$ cat config.mk
export PLATFORM = sky130hd
export DESIGN_NAME = edsag_top
export DESIGN_NICKNAME = d
export VERILOG_FILES = /design/src/core/edsag_pkg.sv /design/src/core/edsag_top.sv
export SDC_FILE = /design/constraint.sdc
export NUM_CORES = 1
export LEC_CHECK = 0
export ABC_AREA = 1
export BUFFER_PORTS_ARGS = -buffer_cell sky130_fd_sc_hd__buf_2
export CAP_MARGIN = 15
export CORE_ASPECT_RATIO = 2
export CORE_MARGIN = 1
export CORE_UTILIZATION = 40
export CTS_CLUSTER_SIZE = 16
export DETAILED_ROUTE_END_ITERATION = 10
export PLACE_DENSITY = 0.66
export SETUP_SLACK_MARGIN = 0.2
export SLEW_MARGIN = 20
export SYNTH_ARGS = -nofsm -noshare
export SYNTH_HDL_FRONTEND = slang
export SYNTH_SLANG_ARGS = --single-unit
export TNS_END_PERCENT = 1
$ cat constraint.sdc
create_clock -name sys_clk -period 4.4 [get_ports sys_clk]
set_input_delay 0.22 -clock sys_clk [delete_from_list [all_inputs] [get_ports sys_clk]]
set_output_delay 0.22 -clock sys_clk [all_outputs]
set_load 0.03 [all_outputs]
$ cat src/core/edsag_pkg.sv
// Constants, register map and addressing modes of the paged address generator
`default_nettype none

package edsag_pkg;

   // ----------------------------------------------------------------
   // Widths
   // ----------------------------------------------------------------
   localparam int EA_W       = 16;
   localparam int XADDR_W    = 24;
   localparam int RPAGE_W    = 10;
   localparam int WPAGE_W    = 9;
   localparam int REG_ADDR_W = 4;
   localparam int REG_DATA_W = 16;

   // ----------------------------------------------------------------
   // Register map (word index on the plain register port)
   // ----------------------------------------------------------------
   localparam logic [REG_ADDR_W-1:0] REG_READ_PAGE  = 4'h0;
   localparam logic [REG_ADDR_W-1:0] REG_WRITE_PAGE = 4'h1;

   // ----------------------------------------------------------------
   // Page values
   // ----------------------------------------------------------------
   localparam logic [RPAGE_W-1:0] PAGE_ZERO     = 10'h000;
   localparam logic [RPAGE_W-1:0] PAGE_RESET    = 10'h001;
   localparam logic [RPAGE_W-1:0] PAGE_FIRST    = 10'h001;
   localparam logic [RPAGE_W-1:0] PAGE_EDS_LAST = 10'h1ff;
   localparam logic [RPAGE_W-1:0] PAGE_PSV_LO0  = 10'h200;
   localparam logic [RPAGE_W-1:0] PAGE_PSV_LOZ  = 10'h2ff;
   localparam logic [RPAGE_W-1:0] PAGE_PSV_HI0  = 10'h300;
   localparam logic [RPAGE_W-1:0] PAGE_PSV_HIZ  = 10'h3ff;
   localparam logic [RPAGE_W-1:0] PAGE_STEP     = 10'h001;

   // ----------------------------------------------------------------
   // Bit positions
   // ----------------------------------------------------------------
   localparam int EA_PAGED_BIT = 15;
   localparam int PSV_SEL_BIT  = 9;

   // ----------------------------------------------------------------
   // Addressing modes of the current access
   // ----------------------------------------------------------------
   typedef enum logic [2:0] {
      MODE_PLAIN   = 3'b000,
      MODE_POSTMOD = 3'b001,
      MODE_PREMOD  = 3'b010,
      MODE_REGOFS  = 3'b011,
      MODE_MODULO  = 3'b100,
      MODE_BITREV  = 3'b101
   } edsag_mode_t;

endpackage : edsag_pkg

`default_nettype wire

$ cat src/core/edsag_top.sv
// Paged extended data space address generator with page registers
//
// Decided for this implementation: the address map and the plain strobed port.
`default_nettype none

// Function
// - Read page register is 10 bits, write page register 9 bits, software reachable.
// - Read page 9 clear and address bit 15 set: page bits above address bits.
// - Write with address bit 15 set: write page bits above address bits.
// - Read page 0x200 upward selects program space; write page only data space.
// - Writes aimed at program space raise an address error trap instead.
// - Paged access with a zero page raises an address error trap.
// - Page crossing only counted for paged start address and pre/post modified modes.
// - Overflow normally increments page and forces address bit 15 high.
// - Underflow normally decrements page and forces address bit 15 high.
// - Offset, modulo, bit reversed crossing: set bit 15, keep page.
// - Terminal pages keep the page and clear bit 15 into base space.
// - Read overflow 0x2FF goes to 0x300, underflow 0x300 back to 0x2FF.
// - Low base addresses are always reachable as page zero, bit 15 clear.
// - Both page registers reset to one.
// - Software writing zero to a page register leaves it unchanged.
// - Nonzero pages reached only with address bit 15 set.
// - Page one maps to 0x008000, page two to 0x010000, and onward.
// - Read page serves sources, write page destinations, independently.
module edsag_top
   import edsag_pkg::*;
(
   input  wire logic                  sys_clk,
   input  wire logic                  rst_n,
   input  wire logic [REG_ADDR_W-1:0] regAddr,
   input  wire logic [REG_DATA_W-1:0] regWrData,
   input  wire logic                  regWr,
   input  wire logic                  regRd,
   output var  logic [REG_DATA_W-1:0] regRdData,
   input  wire logic                  reqValid,
   input  wire logic                  reqWrite,
   input  wire logic                  reqProgDest,
   input  wire logic [2:0]            reqMode,
   input  wire logic                  reqDec,
   input  wire logic [EA_W-1:0]       reqEaOld,
   input  wire logic [EA_W-1:0]       reqEaNew,
   output var  logic                  memValid,
   output var  logic                  memWrite,
   output var  logic                  memProg,
   output var  logic [XADDR_W-1:0]    memAddr,
   output var  logic [EA_W-1:0]       eaOut,
   output var  logic                  addrErrTrap,
   output var  logic [RPAGE_W-1:0]    readPage,
   output var  logic [WPAGE_W-1:0]    writePage
);

   // ----------------------------------------------------------------
   // State
   // ----------------------------------------------------------------
   typedef struct packed {
      logic [RPAGE_W-1:0]    rpage;
      logic [WPAGE_W-1:0]    wpage;
      logic                  memValid;
      logic                  memWrite;
      logic                  memProg;
      logic [XADDR_W-1:0]    memAddr;
      logic [EA_W-1:0]       eaOut;
      logic                  trap;
      logic [REG_DATA_W-1:0] rdData;
   } edsag_state_t;

   edsag_state_t state_r;
   edsag_state_t state_nxt;

   logic [RPAGE_W-1:0] curPage;
   logic [RPAGE_W-1:0] newPage;
   logic               ea15;
   logic               crossed;
   logic               linMode;
   logic               wrapMode;
   logic               trapNow;
   edsag_mode_t        mode;

   assign mode = edsag_mode_t'(reqMode);

   // ----------------------------------------------------------------
   // Address generation and page update
   // ----------------------------------------------------------------
   always_comb
   begin
      state_nxt = state_r;
      // Source uses the read page, destination the write page
      curPage   = reqWrite ? {1'b0, state_r.wpage} : state_r.rpage;
      newPage   = curPage;
      ea15      = reqEaNew[EA_PAGED_BIT];
      // Crossing counted only when the start address was already paged
      crossed   = reqEaOld[EA_PAGED_BIT] & ~reqEaNew[EA_PAGED_BIT];
      linMode   = (mode == MODE_POSTMOD) || (mode == MODE_PREMOD);
      wrapMode  = (mode == MODE_REGOFS) || (mode == MODE_MODULO)
                  || (mode == MODE_BITREV);
      trapNow   = 1'b0;

      if (crossed && linMode)
      begin
         if (!reqDec)
         begin
            if ((curPage == PAGE_EDS_LAST)
                || (!reqWrite && (curPage == PAGE_PSV_HIZ)))
            begin
               ea15 = 1'b0;
            end
            else if (!reqWrite && (curPage == PAGE_PSV_LOZ))
            begin
               newPage = PAGE_PSV_HI0;
               ea15    = 1'b1;
            end
            else
            begin
               newPage = curPage + PAGE_STEP;
               ea15    = 1'b1;
            end
         end
         else
         begin
            // Write underflow below page one drops to base space too
            if ((curPage == PAGE_FIRST)
                || (!reqWrite && (curPage == PAGE_PSV_LO0)))
            begin
               ea15 = 1'b0;
            end
            else if (!reqWrite && (curPage == PAGE_PSV_HI0))
            begin
               newPage = PAGE_PSV_LOZ;
               ea15    = 1'b1;
            end
            else
            begin
               newPage = curPage - PAGE_STEP;
               ea15    = 1'b1;
            end
         end
      end
      else if (crossed && wrapMode)
      begin
         ea15 = 1'b1;
      end

      // Zero page is never valid through the upper window
      if (ea15 && (newPage == PAGE_ZERO))
      begin
         trapNow = 1'b1;
      end
      // Write page cannot reach program space; such writes are refused
      if (reqWrite && reqProgDest)
      begin
         trapNow = 1'b1;
      end

      state_nxt.memValid = 1'b0;
      state_nxt.trap     = 1'b0;
      if (reqValid)
      begin
         state_nxt.memWrite = reqWrite;
         state_nxt.eaOut    = {ea15, reqEaNew[EA_PAGED_BIT-1:0]};
         if (trapNow)
         begin
            // Offending access suppressed, pages left as they were
            state_nxt.trap = 1'b1;
         end
         else
         begin
            state_nxt.memValid = 1'b1;
            if (ea15)
            begin
               // Page bits sit directly above the 15-bit window offset
               state_nxt.memAddr = {newPage[WPAGE_W-1:0],
                                    reqEaNew[EA_PAGED_BIT-1:0]};
               state_nxt.memProg = ~reqWrite & newPage[PSV_SEL_BIT];
            end
            else
            begin
               state_nxt.memAddr = {{(XADDR_W-EA_W+1){1'b0}},
                                    reqEaNew[EA_PAGED_BIT-1:0]};
               state_nxt.memProg = 1'b0;
            end
            if (reqWrite)
            begin
               state_nxt.wpage = newPage[WPAGE_W-1:0];
            end
            else
            begin
               state_nxt.rpage = newPage;
            end
         end
      end

      // ----------------------------------------------------------------
      // Register port; a software write overrides a hardware step
      // ----------------------------------------------------------------
      if (regWr && (regAddr == REG_READ_PAGE)
          && (regWrData[RPAGE_W-1:0] != PAGE_ZERO))
      begin
         state_nxt.rpage = regWrData[RPAGE_W-1:0];
      end
      if (regWr && (regAddr == REG_WRITE_PAGE)
          && (regWrData[WPAGE_W-1:0] != PAGE_ZERO[WPAGE_W-1:0]))
      begin
         state_nxt.wpage = regWrData[WPAGE_W-1:0];
      end

      state_nxt.rdData = '0;
      if (regRd)
      begin
         unique case (regAddr)
            REG_READ_PAGE:
            begin
               state_nxt.rdData = {{(REG_DATA_W-RPAGE_W){1'b0}}, state_r.rpage};
            end
            REG_WRITE_PAGE:
            begin
               state_nxt.rdData = {{(REG_DATA_W-WPAGE_W){1'b0}}, state_r.wpage};
            end
            default:
            begin
               state_nxt.rdData = '0;
            end
         endcase
      end
   end

   // ----------------------------------------------------------------
   // Registers
   // ----------------------------------------------------------------
   always_ff @(posedge sys_clk or negedge rst_n)
   begin
      if (!rst_n)
      begin
         state_r          <= '0;
         state_r.rpage    <= PAGE_RESET;
         state_r.wpage    <= PAGE_RESET[WPAGE_W-1:0];
      end
      else
      begin
         state_r <= state_nxt;
      end
   end

   assign regRdData   = state_r.rdData;
   assign memValid    = state_r.memValid;
   assign memWrite    = state_r.memWrite;
   assign memProg     = state_r.memProg;
   assign memAddr     = state_r.memAddr;
   assign eaOut       = state_r.eaOut;
   assign addrErrTrap = state_r.trap;
   assign readPage    = state_r.rpage;
   assign writePage   = state_r.wpage;
endmodule : edsag_top

`default_nettype wire

==> results of run 1 <==
==> per-layer routing <==
layer,part of all wire [%],wire length (um),global-route usage (%),vias to the layer above
met4,6.2,827,16.57,0
li1,-,-,-,2159
met5,0,0,0,-
met1,36,4765,26.59,2004
met3,4.9,656,4.189,42
met2,53,7068,43.88,182
==> state kept, by name (all words and copies together), names as in the netlist <==
register and count:
writePage 9, memProg 1, addrErrTrap 1, readPage 10
eaOut 16, regRdData 10, memWrite 1, memAddr 24
memValid 1
==> area by class of cell <==
type,instances,area [um2],share of cell area [%]
Inverter,49,183.9,3.510
Tap cell,137,171.4,3.271
Timing Repair Buffer,118,603.1,11.51
Clock inverter,5,63.81,1.218
Sequential cell,73,1829,34.91
Clock buffer,11,232.7,4.441
Multi-Input combinational cell,477,2156,41.14
==> power breakdown <==
part,total [W],internal (W),switching [W]
clock network,0.000733,0.000444,0.000289
logic,0.000598,0.000164,0.000434
registers,0.000806,0.000744,0.0000617
total,0.00214,0.00135,0.000785
==> path summary, 6_finish.rpt <==
check	start	end	slack [ns]	cells past startpoint
setup / recovery	readPage[0]	readPage[1]	0.85	19
hold / removal	rst_n	writePage[5]	0.02	1
setup reg to reg	readPage[0]	readPage[1]	0.85	19
hold reg to reg	eaOut[9]	eaOut[9]	0.47	2
max in group asynchronous	rst_n	memAddr[16]	3.78	1
min in group sys_clk	reqEaNew[3]	memAddr[3]	0.09	3
==> metrics by stage <==
step           setup WS, ns  power, W  instance area (um2)
2_1_floorplan         1.666  0.001221                 4332
3_3_place_gp         0.6990  0.001406                 4943
3_5_place_dp         0.6191  0.001416                 4943
4_1_cts              0.8847  0.002150                 5240
5_1_grt              0.5283  0.002241                 5240
6_report             0.8523  0.002137                 5240
==> worst max-delay path, delay by kind of cell (launching register included) <==
family	cells	cell delay (ns)
adder cells (fa/ha/maj)	1	0.20
AND/OR/NAND/NOR	14	2.26
flip-flops	1	0.57
AO/OA/AOI/OAI	1	0.09
buffers and inverters	3	0.35
==> logic make-up (layout without fill, tap and decap cells) <==
logic type,after synthesis,after routing,synth area share [%]
simple gates,426,426,43.14
flops,73,73,42.41
buf+inv,73,183,8.036
compound gates,40,40,4.961
fa+ha+maj,4,4,1.160
other cells,1,6,0.08695
xor+xnor,1,1,0.2031
==> layout by cell type (no fill, tap or decap), drive strengths merged <==
cell type and count:
nand2 288, clkinv 3, nor4 2, nand3 85, xor2 1, dfstp 2
inv 49, nand4 2, ha 4, bufinv 1, o211ai 1, dfrtp 71
clkbuf 11, nor3 4, clkinvlp 1, nor2 44, or2 1, conb 6
a21oi 21, buf 118, o21ai 18
==> metrics.csv, run 1 <==
stage,metric,value,unit
status,status,"complete, no violations",
setup_path,CP arrival,3.81,ns
synth,cell area after synthesis,4313,um2
hold_path,Hold Path Class,in2async,
setup_path,CP most frequent cell,nand2_1,
layout,final core area utilization,50.01,%
timing,Final setup viols,0,
setup_path,CP cell instances,inv_1 -> nand2_1 -> nand2_1 -> inv_1 -> ha_1 -> inv_1 -> nor2_4 -> nand3_4 -> nand2_2 -> nand3_1 -> nand2_1 -> a21oi_1 -> nand3_1 -> nor2_2 -> nand2_4 -> nand3_4 -> nor2_1 -> nand2_1 -> nand3_1,
layout,Ant. Diodes,0,
timing,Tmin final,3.548,ns
timing,Fmax achieved,281.9,MHz
cts,Resize count post-CTS,0,
setup_path,Worst Setup Start Kind,flop,
cts,TritonCTS clock tree,done,
cts,TritonCTS Buffers,9,
power,power density over the cells,407.8,nW/um2
synth,Netlist cell types,33,
synth,dominant cell type by area after synthesis,dfrtp_1,
synth,most common cell in the netlist,nand2_1,
synth,"Seq/Total Area, Yosys",42.41,%
placed_design,placed cells,854,
timing,setup TNS,0,ns
synth,"Top FF cell, synth",dfrtp_1,
global_route,initial antenna violation count,0,
routing,initial drt markers,281,
cts,"CTS clk-pin slew, worst paths",0.06,ns
synth,Post-synth EDFFs,0,
routing,Vias,4387,
setup_path,crit-path max cell delay,0.57,ns
cts,Post-CTS Hold Fix Bufs,0,
cts,Root Buffer,clkbuf_16,
global_route,grt ovf,0,
layout,fill cell count,1104,
cts,Clock Latency Late Sink,0.34,ns
layout,Layout Area Growth over Synthesis,21.50,%
routing,DR WL/cell,15.31,um
routing,total wire length,13320,um
timing,final period utilization,80.63,%
global_route,first-pass GRT wire length,20840,um
flow_run,Max-cap violations,0,
floorplan,Starting Density,41.16,%
setup_path,CP Data Required Time,4.67,ns
setup_path,CP max stage cell,dfstp_2,
global_route,vias in the first global route,4206,
power,Lkg Pwr,2.906,nW
timing,RSZ-0062 raised after global routing,false,
timing,final setup skew,0.01035,ns
floorplan,row cnt,53,
routing,post-route ant nets,0,
cts,postcts setup bufs,0,
power,Peak VDD IR,0.2890,mV
synth,Post-synth top cells,"277 x nand2_1, 81 x nand3_1, 71 x dfrtp_1",
floorplan,die area,11230,um2
timing,Worst slew margin,38.55,%
floorplan,Core ar.,10480,um2
synth,Synth top area share,41.20,%
timing,final hold vios,0,
layout,Final nets,795,
routing,DR vias/cell,5.043,
floorplan,Die W,75.43,um
setup_path,WS Path Type,reg2reg,
synth,"Avg Cell Area, Syn",6.979,um2
floorplan,Die H,148.9,um
placed_design,placed wire-length estimate,10380,um
routing,DRC,0,
layout,layout cells sized above 1,24.15,%
floorplan,Ports,142,
timing,worst hold slack,0.02270,ns
timing,Tightest Pin Transition,0.9217,ns
placed_design,IO buf count,114,
timing,final-report max-slew violation count,0,
synth,synth warn,0,
synth,Synth async-reset ratio,100.0,%
setup_path,Crit Path Max Fanout,27,
global_route,largest net degree at the start of global routing,74,
placed_design,RePlAce Congestion,0.8943,
routing,drt first pass iters,5,
global_route,GRT Resource Usage Total,25.15,%
synth,Synth area leaders,"dfrtp_1 41%, nand2_1 24%, nand3_1 9.4%, inv_1 3.4%, nor2_1 2.5%",
synth,Synth Register Bits,73,
setup_path,Worst setup EP type,flop,
synth,cell count after synthesis,618,
cts,clock tree buffer depth,2,
cts,Max H-tree Level,3,
cts,CTS Sinks,73,
layout,Non-Filler Instances,870,
Note: power is estimated with default switching activity, not from simulation.
==> run 2, diff against run 1 <==
==> constraint.sdc (replaced) <==
create_clock -name sys_clk -period 3.5 [get_ports sys_clk]
set_input_delay 0.175 -clock sys_clk [delete_from_list [all_inputs] [get_ports sys_clk]]
set_output_delay 0.175 -clock sys_clk [all_outputs]
set_load 0.03 [all_outputs]
==> metrics.csv, run 2 (synthesis results as in run 1) <==
stage,metric,value,unit,change
setup_path,Worst Setup Start Kind,flop,,unchanged
power,power density over the cells,495.2,nW/um2,was 407.8 nW/um2
global_route,grt ovf,0,,unchanged
floorplan,die area,11230,um2,unchanged
cts,TritonCTS Buffers,9,,unchanged
power,Comb power frac,29.5,%,was 28.0%
setup_path,Worst setup EP type,flop,,unchanged
cts,Post-CTS Hold Fix Bufs,0,,unchanged
status,status,finished with violations,,"was complete, no violations"
cts,"CTS clk-pin slew, worst paths",0.06,ns,about the same
cts,postcts setup bufs,0,,unchanged
layout,"most common cell after layout, fill and taps aside",nand2_1,,unchanged
setup_path,WS Path Type,reg2reg,,unchanged
routing,post-route ant nets,0,,unchanged
power,total power,0.002626,W,was 0.002137 W
power,Flop pwr share,38.5,%,was 37.7%
floorplan,Starting Density,41.16,%,unchanged
routing,total wire length,13620,um,was 13320 um
floorplan,row cnt,53,,unchanged
timing,setup TNS,0,ns,unchanged
setup_path,Crit Path Max Fanout,12,,was 27
power,Lkg Pwr,2.946,nW,was 2.906 nW
cts,Max H-tree Level,3,,unchanged
floorplan,Die W,75.43,um,unchanged
layout,Layout Area Growth over Synthesis,22.98,%,was 21.50%
placed_design,IO buf count,114,,unchanged
timing,worst hold slack,-0.03367,ns,was 0.02270 ns
timing,Worst slew margin,38.23,%,was 38.55%
global_route,GRT Resource Usage Total,25.72,%,was 25.15%
routing,DRC,0,,unchanged
timing,final period utilization,86.59,%,was 80.63%
floorplan,Core ar.,10480,um2,unchanged
cts,clock tree buffer depth,2,,unchanged
cts,Clock Latency Late Sink,0.34,ns,about the same
placed_design,worst slack at placement,0.4756,ns,was 0.6191 ns
cts,TritonCTS clock tree,done,,unchanged
timing,final setup skew,0.008253,ns,was 0.01035 ns
layout,Reg area,1829,um2,unchanged
placed_design,placed wire-length estimate,10720,um,was 10380 um
layout,layout cells sized above 1,25.23,%,was 24.15%
timing,Tightest Pin Transition,0.9265,ns,was 0.9217 ns
power,part of the power in the clock network,32.0,%,was 34.3%
setup_path,CP Data Required Time,3.72,ns,was 4.67 ns
placed_design,dpl cell area,5034,um2,was 4943 um2
power,cell internal pwr,0.001637,W,was 0.001352 W
timing,final hold vios,28,,was 0
layout,fill cell count,1104,,unchanged
routing,DR vias/cell,5.035,,was 5.043
power,Peak VDD IR,0.3363,mV,was 0.2890 mV
floorplan,Die H,148.9,um,unchanged
layout,max reg flops,24,,unchanged
global_route,vias in the first global route,4383,,was 4206
timing,RSZ-0062 raised after global routing,true,,was false
timing,PnR worst setup slack,0.4694,ns,was 0.8523 ns
floorplan,Ports,142,,unchanged
routing,drt first pass iters,8,,was 5
global_route,largest net degree at the start of global routing,74,,unchanged
global_route,initial antenna violation count,0,,unchanged
cts,Root Buffer,clkbuf_16,,unchanged
layout,most frequent cells in the layout,"277 x nand2_1, 113 x buf_2, 81 x nand3_1, 71 x dfrtp_1, 39 x inv_1",,unchanged
power,P_sw,0.0009892,W,was 0.0007847 W
timing,final-report max-slew violation count,0,,unchanged
layout,Final nets,807,,was 795
routing,Vias,4441,,was 4387
layout,multi-input combinational cell area,2161,um2,was 2156 um2
timing,Final setup viols,0,,unchanged
timing,Tmin final,3.031,ns,was 3.548 ns
placed_design,RePlAce Congestion,0.9323,,was 0.8943
timing,Fmax achieved,330.0,MHz,was 281.9 MHz
status,failing checks,hold timing,,
layout,final instance area,5304,um2,was 5240 um2
global_route,first-pass GRT wire length,21400,um,was 20840 um
routing,initial drt markers,281,,unchanged
setup_path,CP arrival,3.25,ns,was 3.81 ns
flow_run,Max-cap violations,0,,unchanged
power,switching part of the total,37.66,%,was 36.72%
layout,Ant. Diodes,0,,unchanged
routing,DR WL/cell,15.44,um,was 15.31 um
cts,CTS Sinks,73,,unchanged
cts,Resize count post-CTS,0,,unchanged
hold_path,Hold Path Class,in2async,,unchanged
[run 2: cell types whose count changed in the layout (fill, tap and decap cells not counted), sizes merged]
cell	delta
bufinv	-1
buf	+12
inv	-1
clkbuf	+1
clkinvlp	+1
[run 2: layer usage]
metal / vias up / global-route usage [%] / share of wire [%] / routed length, um
li1: 2177 / - / - / -
met3: 53 / 3.851 / 5.0 / 682
met5: - / 0 / 0 / 0
met4: 0 / 20.56 / 7.3 / 999
met1: 2029 / 27.04 / 35 / 4779
met2: 182 / 43.57 / 53 / 7155
[run 2: final cells by class]
cell class,count,share of cell area [%]
multi-input combinational,477,40.74
sequential,73,34.49
timing repair buffer,130,13.07
clock buffer,12,4.459
inverter,49,3.468
tap,137,3.232
clock inverter,4,0.5426
[run 2: path summary, 6_finish.rpt]
check                        startpoint           end  slack (ns)  cells past startpoint
setup / recovery            readPage[0]  writePage[1]        0.47                     23
setup reg to reg            readPage[0]  writePage[1]        0.47                     23
min in group sys_clk       reqEaNew[12]   memAddr[12]        0.05                      3
hold reg to reg                eaOut[2]      eaOut[2]        0.47                      2
max in group asynchronous         rst_n     eaOut[15]        2.91                      1
hold / removal                    rst_n    memAddr[8]       -0.03                      1
[run 2: power groups by stage]
stage / registers [W] / logic [W] / clock network (W)
after floorplan: 0.00119 / 0.000346 / 0
after global placement: 0.00102 / 0.000767 / 0
after detailed placement: 0.00102 / 0.000777 / 0
after CTS: 0.00101 / 0.000779 / 0.000852
after global routing: 0.00102 / 0.000848 / 0.000886
final: 0.00101 / 0.000776 / 0.000840
[run 2: metrics by stage]
| stage | util, % | std cells |
|---|---|---|
| final | 50.62 | 882 |
| after CTS | 50.57 | 882 |
| after global routing | 50.62 | 882 |
| after floorplan | - | 623 |
| after detailed placement | 48.04 | 866 |
| after global placement | 48.04 | 866 |
[run 2: critical path, cell delays in order, from the launching register on]
cell and delay [ns]:
dfstp_2 0.58, inv_1 0.05, nand2_1 0.05, nand2_1 0.09, inv_1 0.16, ha_1 0.17
inv_1 0.04, nor2_1 0.09, nand2_1 0.06, nor2_1 0.16, nand2_2 0.10, nand2_1 0.12
inv_2 0.09, nand3_1 0.09, nand2_1 0.10, o21ai_1 0.14, nand2_1 0.09, nor2_2 0.15
nand2_4 0.09, nand3_4 0.15, nor2_1 0.06, buf_4 0.15, nand2_1 0.06, nand3_1 0.06
==> run 3, diff against run 2 <==
--- a/config.mk
+++ b/config.mk
@@ -11,6 +11,7 @@
 export CORE_ASPECT_RATIO = 2
 export CORE_MARGIN = 1
 export CORE_UTILIZATION = 40
+export CTS_BUF_LIST = sky130_fd_sc_hd__clkbuf_4 sky130_fd_sc_hd__clkbuf_8 sky130_fd_sc_hd__clkbuf_16
 export CTS_CLUSTER_SIZE = 16
 export DETAILED_ROUTE_END_ITERATION = 10
 export PLACE_DENSITY = 0.66
==> metrics.csv, run 3 (synthesis results as in run 1) <==
stage,metric,value,unit,change
global_route,largest net degree at the start of global routing,74,,unchanged
layout,"most common cell after layout, fill and taps aside",nand2_1,,unchanged
routing,total wire length,13670,um,was 13620 um
floorplan,row cnt,53,,unchanged
timing,final setup skew,0.007684,ns,was 0.008253 ns
global_route,GRT Resource Usage Total,25.71,%,was 25.72%
timing,worst hold slack,-0.02970,ns,was -0.03367 ns
status,status,finished with violations,,unchanged
routing,initial drt markers,283,,was 281
global_route,initial antenna violation count,0,,unchanged
timing,Final setup viols,0,,unchanged
floorplan,Starting Density,41.16,%,unchanged
routing,Vias,4466,,was 4441
setup_path,crit-path max cell delay,0.58,ns,about the same
power,Lkg Pwr,2.957,nW,was 2.946 nW
cts,Root Buffer,clkbuf_16,,unchanged
cts,Resize count post-CTS,0,,unchanged
layout,fill cell count,1106,,was 1104
global_route,first-pass GRT wire length,21390,um,was 21400 um
layout,Ant. Diodes,0,,unchanged
cts,TritonCTS clock tree,done,,unchanged
cts,TritonCTS Buffers,9,,unchanged
routing,drt first pass iters,5,,was 8
routing,DR vias/cell,5.063,,was 5.035
floorplan,Die H,148.9,um,unchanged
flow_run,Max-cap violations,0,,unchanged
global_route,grt ovf,0,,unchanged
timing,Fmax achieved,328.7,MHz,was 330.0 MHz
cts,Max H-tree Level,3,,unchanged
cts,Clock Latency Late Sink,0.33,ns,was 0.34 ns
routing,post-route ant nets,0,,unchanged
power,Peak VDD IR,0.3365,mV,was 0.3363 mV
timing,setup TNS,0,ns,unchanged
floorplan,Ports,142,,unchanged
setup_path,Crit Path Max Fanout,12,,unchanged
layout,Final nets,807,,unchanged
floorplan,Die W,75.43,um,unchanged
timing,final period utilization,86.91,%,was 86.59%
power,power density over the cells,498.9,nW/um2,was 495.2 nW/um2
cts,"CTS clk-pin slew, worst paths",0.06,ns,about the same
hold_path,Hold Path Class,in2async,,unchanged
layout,final core area utilization,50.73,%,was 50.62%
setup_path,FF-to-FF path depth,23,,unchanged
setup_path,CP max stage cell,dfstp_2,,unchanged
placed_design,placed wire-length estimate,10720,um,unchanged
layout,layout cells sized above 1,25.64,%,was 25.23%
setup_path,CP most frequent cell,nand2_1,,unchanged
cts,Post-CTS Hold Fix Bufs,0,,unchanged
timing,Worst slew margin,37.88,%,was 38.23%
routing,DRC,0,,unchanged
routing,DR WL/cell,15.49,um,was 15.44 um
setup_path,WS Path Type,reg2reg,,unchanged
layout,max reg flops,24,,unchanged
setup_path,CP Data Required Time,3.72,ns,about the same
cts,CTS Sinks,73,,unchanged
status,failing checks,hold timing,,unchanged
setup_path,CP arrival,3.26,ns,was 3.25 ns
timing,final hold vios,30,,was 28
floorplan,die area,11230,um2,unchanged
setup_path,Worst Setup Start Kind,flop,,unchanged
timing,Tightest Pin Transition,0.9318,ns,was 0.9265 ns
layout,Layout Area Growth over Synthesis,23.24,%,was 22.98%
setup_path,CP cell instances,inv_1 -> nand2_1 -> nand2_1 -> inv_1 -> ha_1 -> inv_1 -> nor2_1 -> nand2_1 -> nor2_1 -> nand2_2 -> nand2_1 -> inv_2 -> nand3_1 -> nand2_1 -> o21ai_1 -> nand2_1 -> nor2_2 -> nand2_4 -> nand3_4 -> nor2_1 -> buf_4 -> nand2_1 -> nand3_1,,unchanged
placed_design,IO buf count,114,,unchanged
layout,most frequent cells in the layout,"277 x nand2_1, 113 x buf_2, 81 x nand3_1, 71 x dfrtp_1, 39 x inv_1",,unchanged
floorplan,Core ar.,10480,um2,unchanged
global_route,vias in the first global route,4386,,was 4383
cts,clock tree buffer depth,2,,unchanged
placed_design,RePlAce Congestion,0.9323,,unchanged
cts,postcts setup bufs,0,,unchanged
timing,RSZ-0062 raised after global routing,true,,unchanged
setup_path,Worst setup EP type,flop,,unchanged
timing,Tmin final,3.042,ns,was 3.031 ns
timing,final-report max-slew violation count,0,,unchanged
[run 3: worst paths after layout]
kind	from	to	slack [ns]
max	readPage[0]	writePage[1]	0.46
max reg2reg	readPage[0]	writePage[1]	0.46
min in group sys_clk	reqEaNew[12]	memAddr[12]	0.05
max in group asynchronous	rst_n	eaOut[15]	2.91
min reg2reg	eaOut[2]	eaOut[2]	0.47
min	rst_n	memAddr[8]	-0.03
[run 3: where the power goes]
group,leakage (nW),internal [W],switching (W)
sequential,0.937,0.000935,0.0000754
clock,0.133,0.000505,0.000359
combinational,1.89,0.000220,0.000557
[run 3: cell type report]
cell class,count,area (um2),share of cell area [%]
inverters,49,183.9,3.460
repair buffers,130,693.2,13.04
well taps,137,171.4,3.225
multi-input cells,477,2161,40.65
flip-flops and latches,73,1829,34.42
clock inverters,4,28.78,0.5414
clock buffers,12,247.7,4.661
[run 3: critical path: cells and delay by family, from the launching register on]
family	cells	cell delay, ns
AOI/OAI and AO/OA	1	0.14
adders and majority gates	1	0.17
buffers and inverters	5	0.51
DFF	1	0.58
and+or+nand+nor	16	1.52
[run 3: routing by layer]
metal / track usage (%) / vias to the layer above / wire length, um
met3: 3.851 / 54 / 700
li1: - / 2177 / -
met5: 0 / - / 0
met4: 20.56 / 0 / 1020
met1: 26.98 / 2037 / 4825
met2: 43.62 / 198 / 7118
[run 3: through the flow]
| stage | total power [W] | worst slack (ns) | instances | instance area [um2] |
|---|---|---|---|---|
| floorplan | 0.001535 | 0.7660 | 623 | 4332 |
| global placement | 0.001787 | 0.4655 | 866 | 5034 |
| detailed placement | 0.001800 | 0.4756 | 866 | 5034 |
| global route | 0.002779 | 0.1760 | 882 | 5315 |
| finish | 0.002652 | 0.4580 | 882 | 5315 |
| CTS | 0.002666 | 0.4512 | 882 | 5310 |
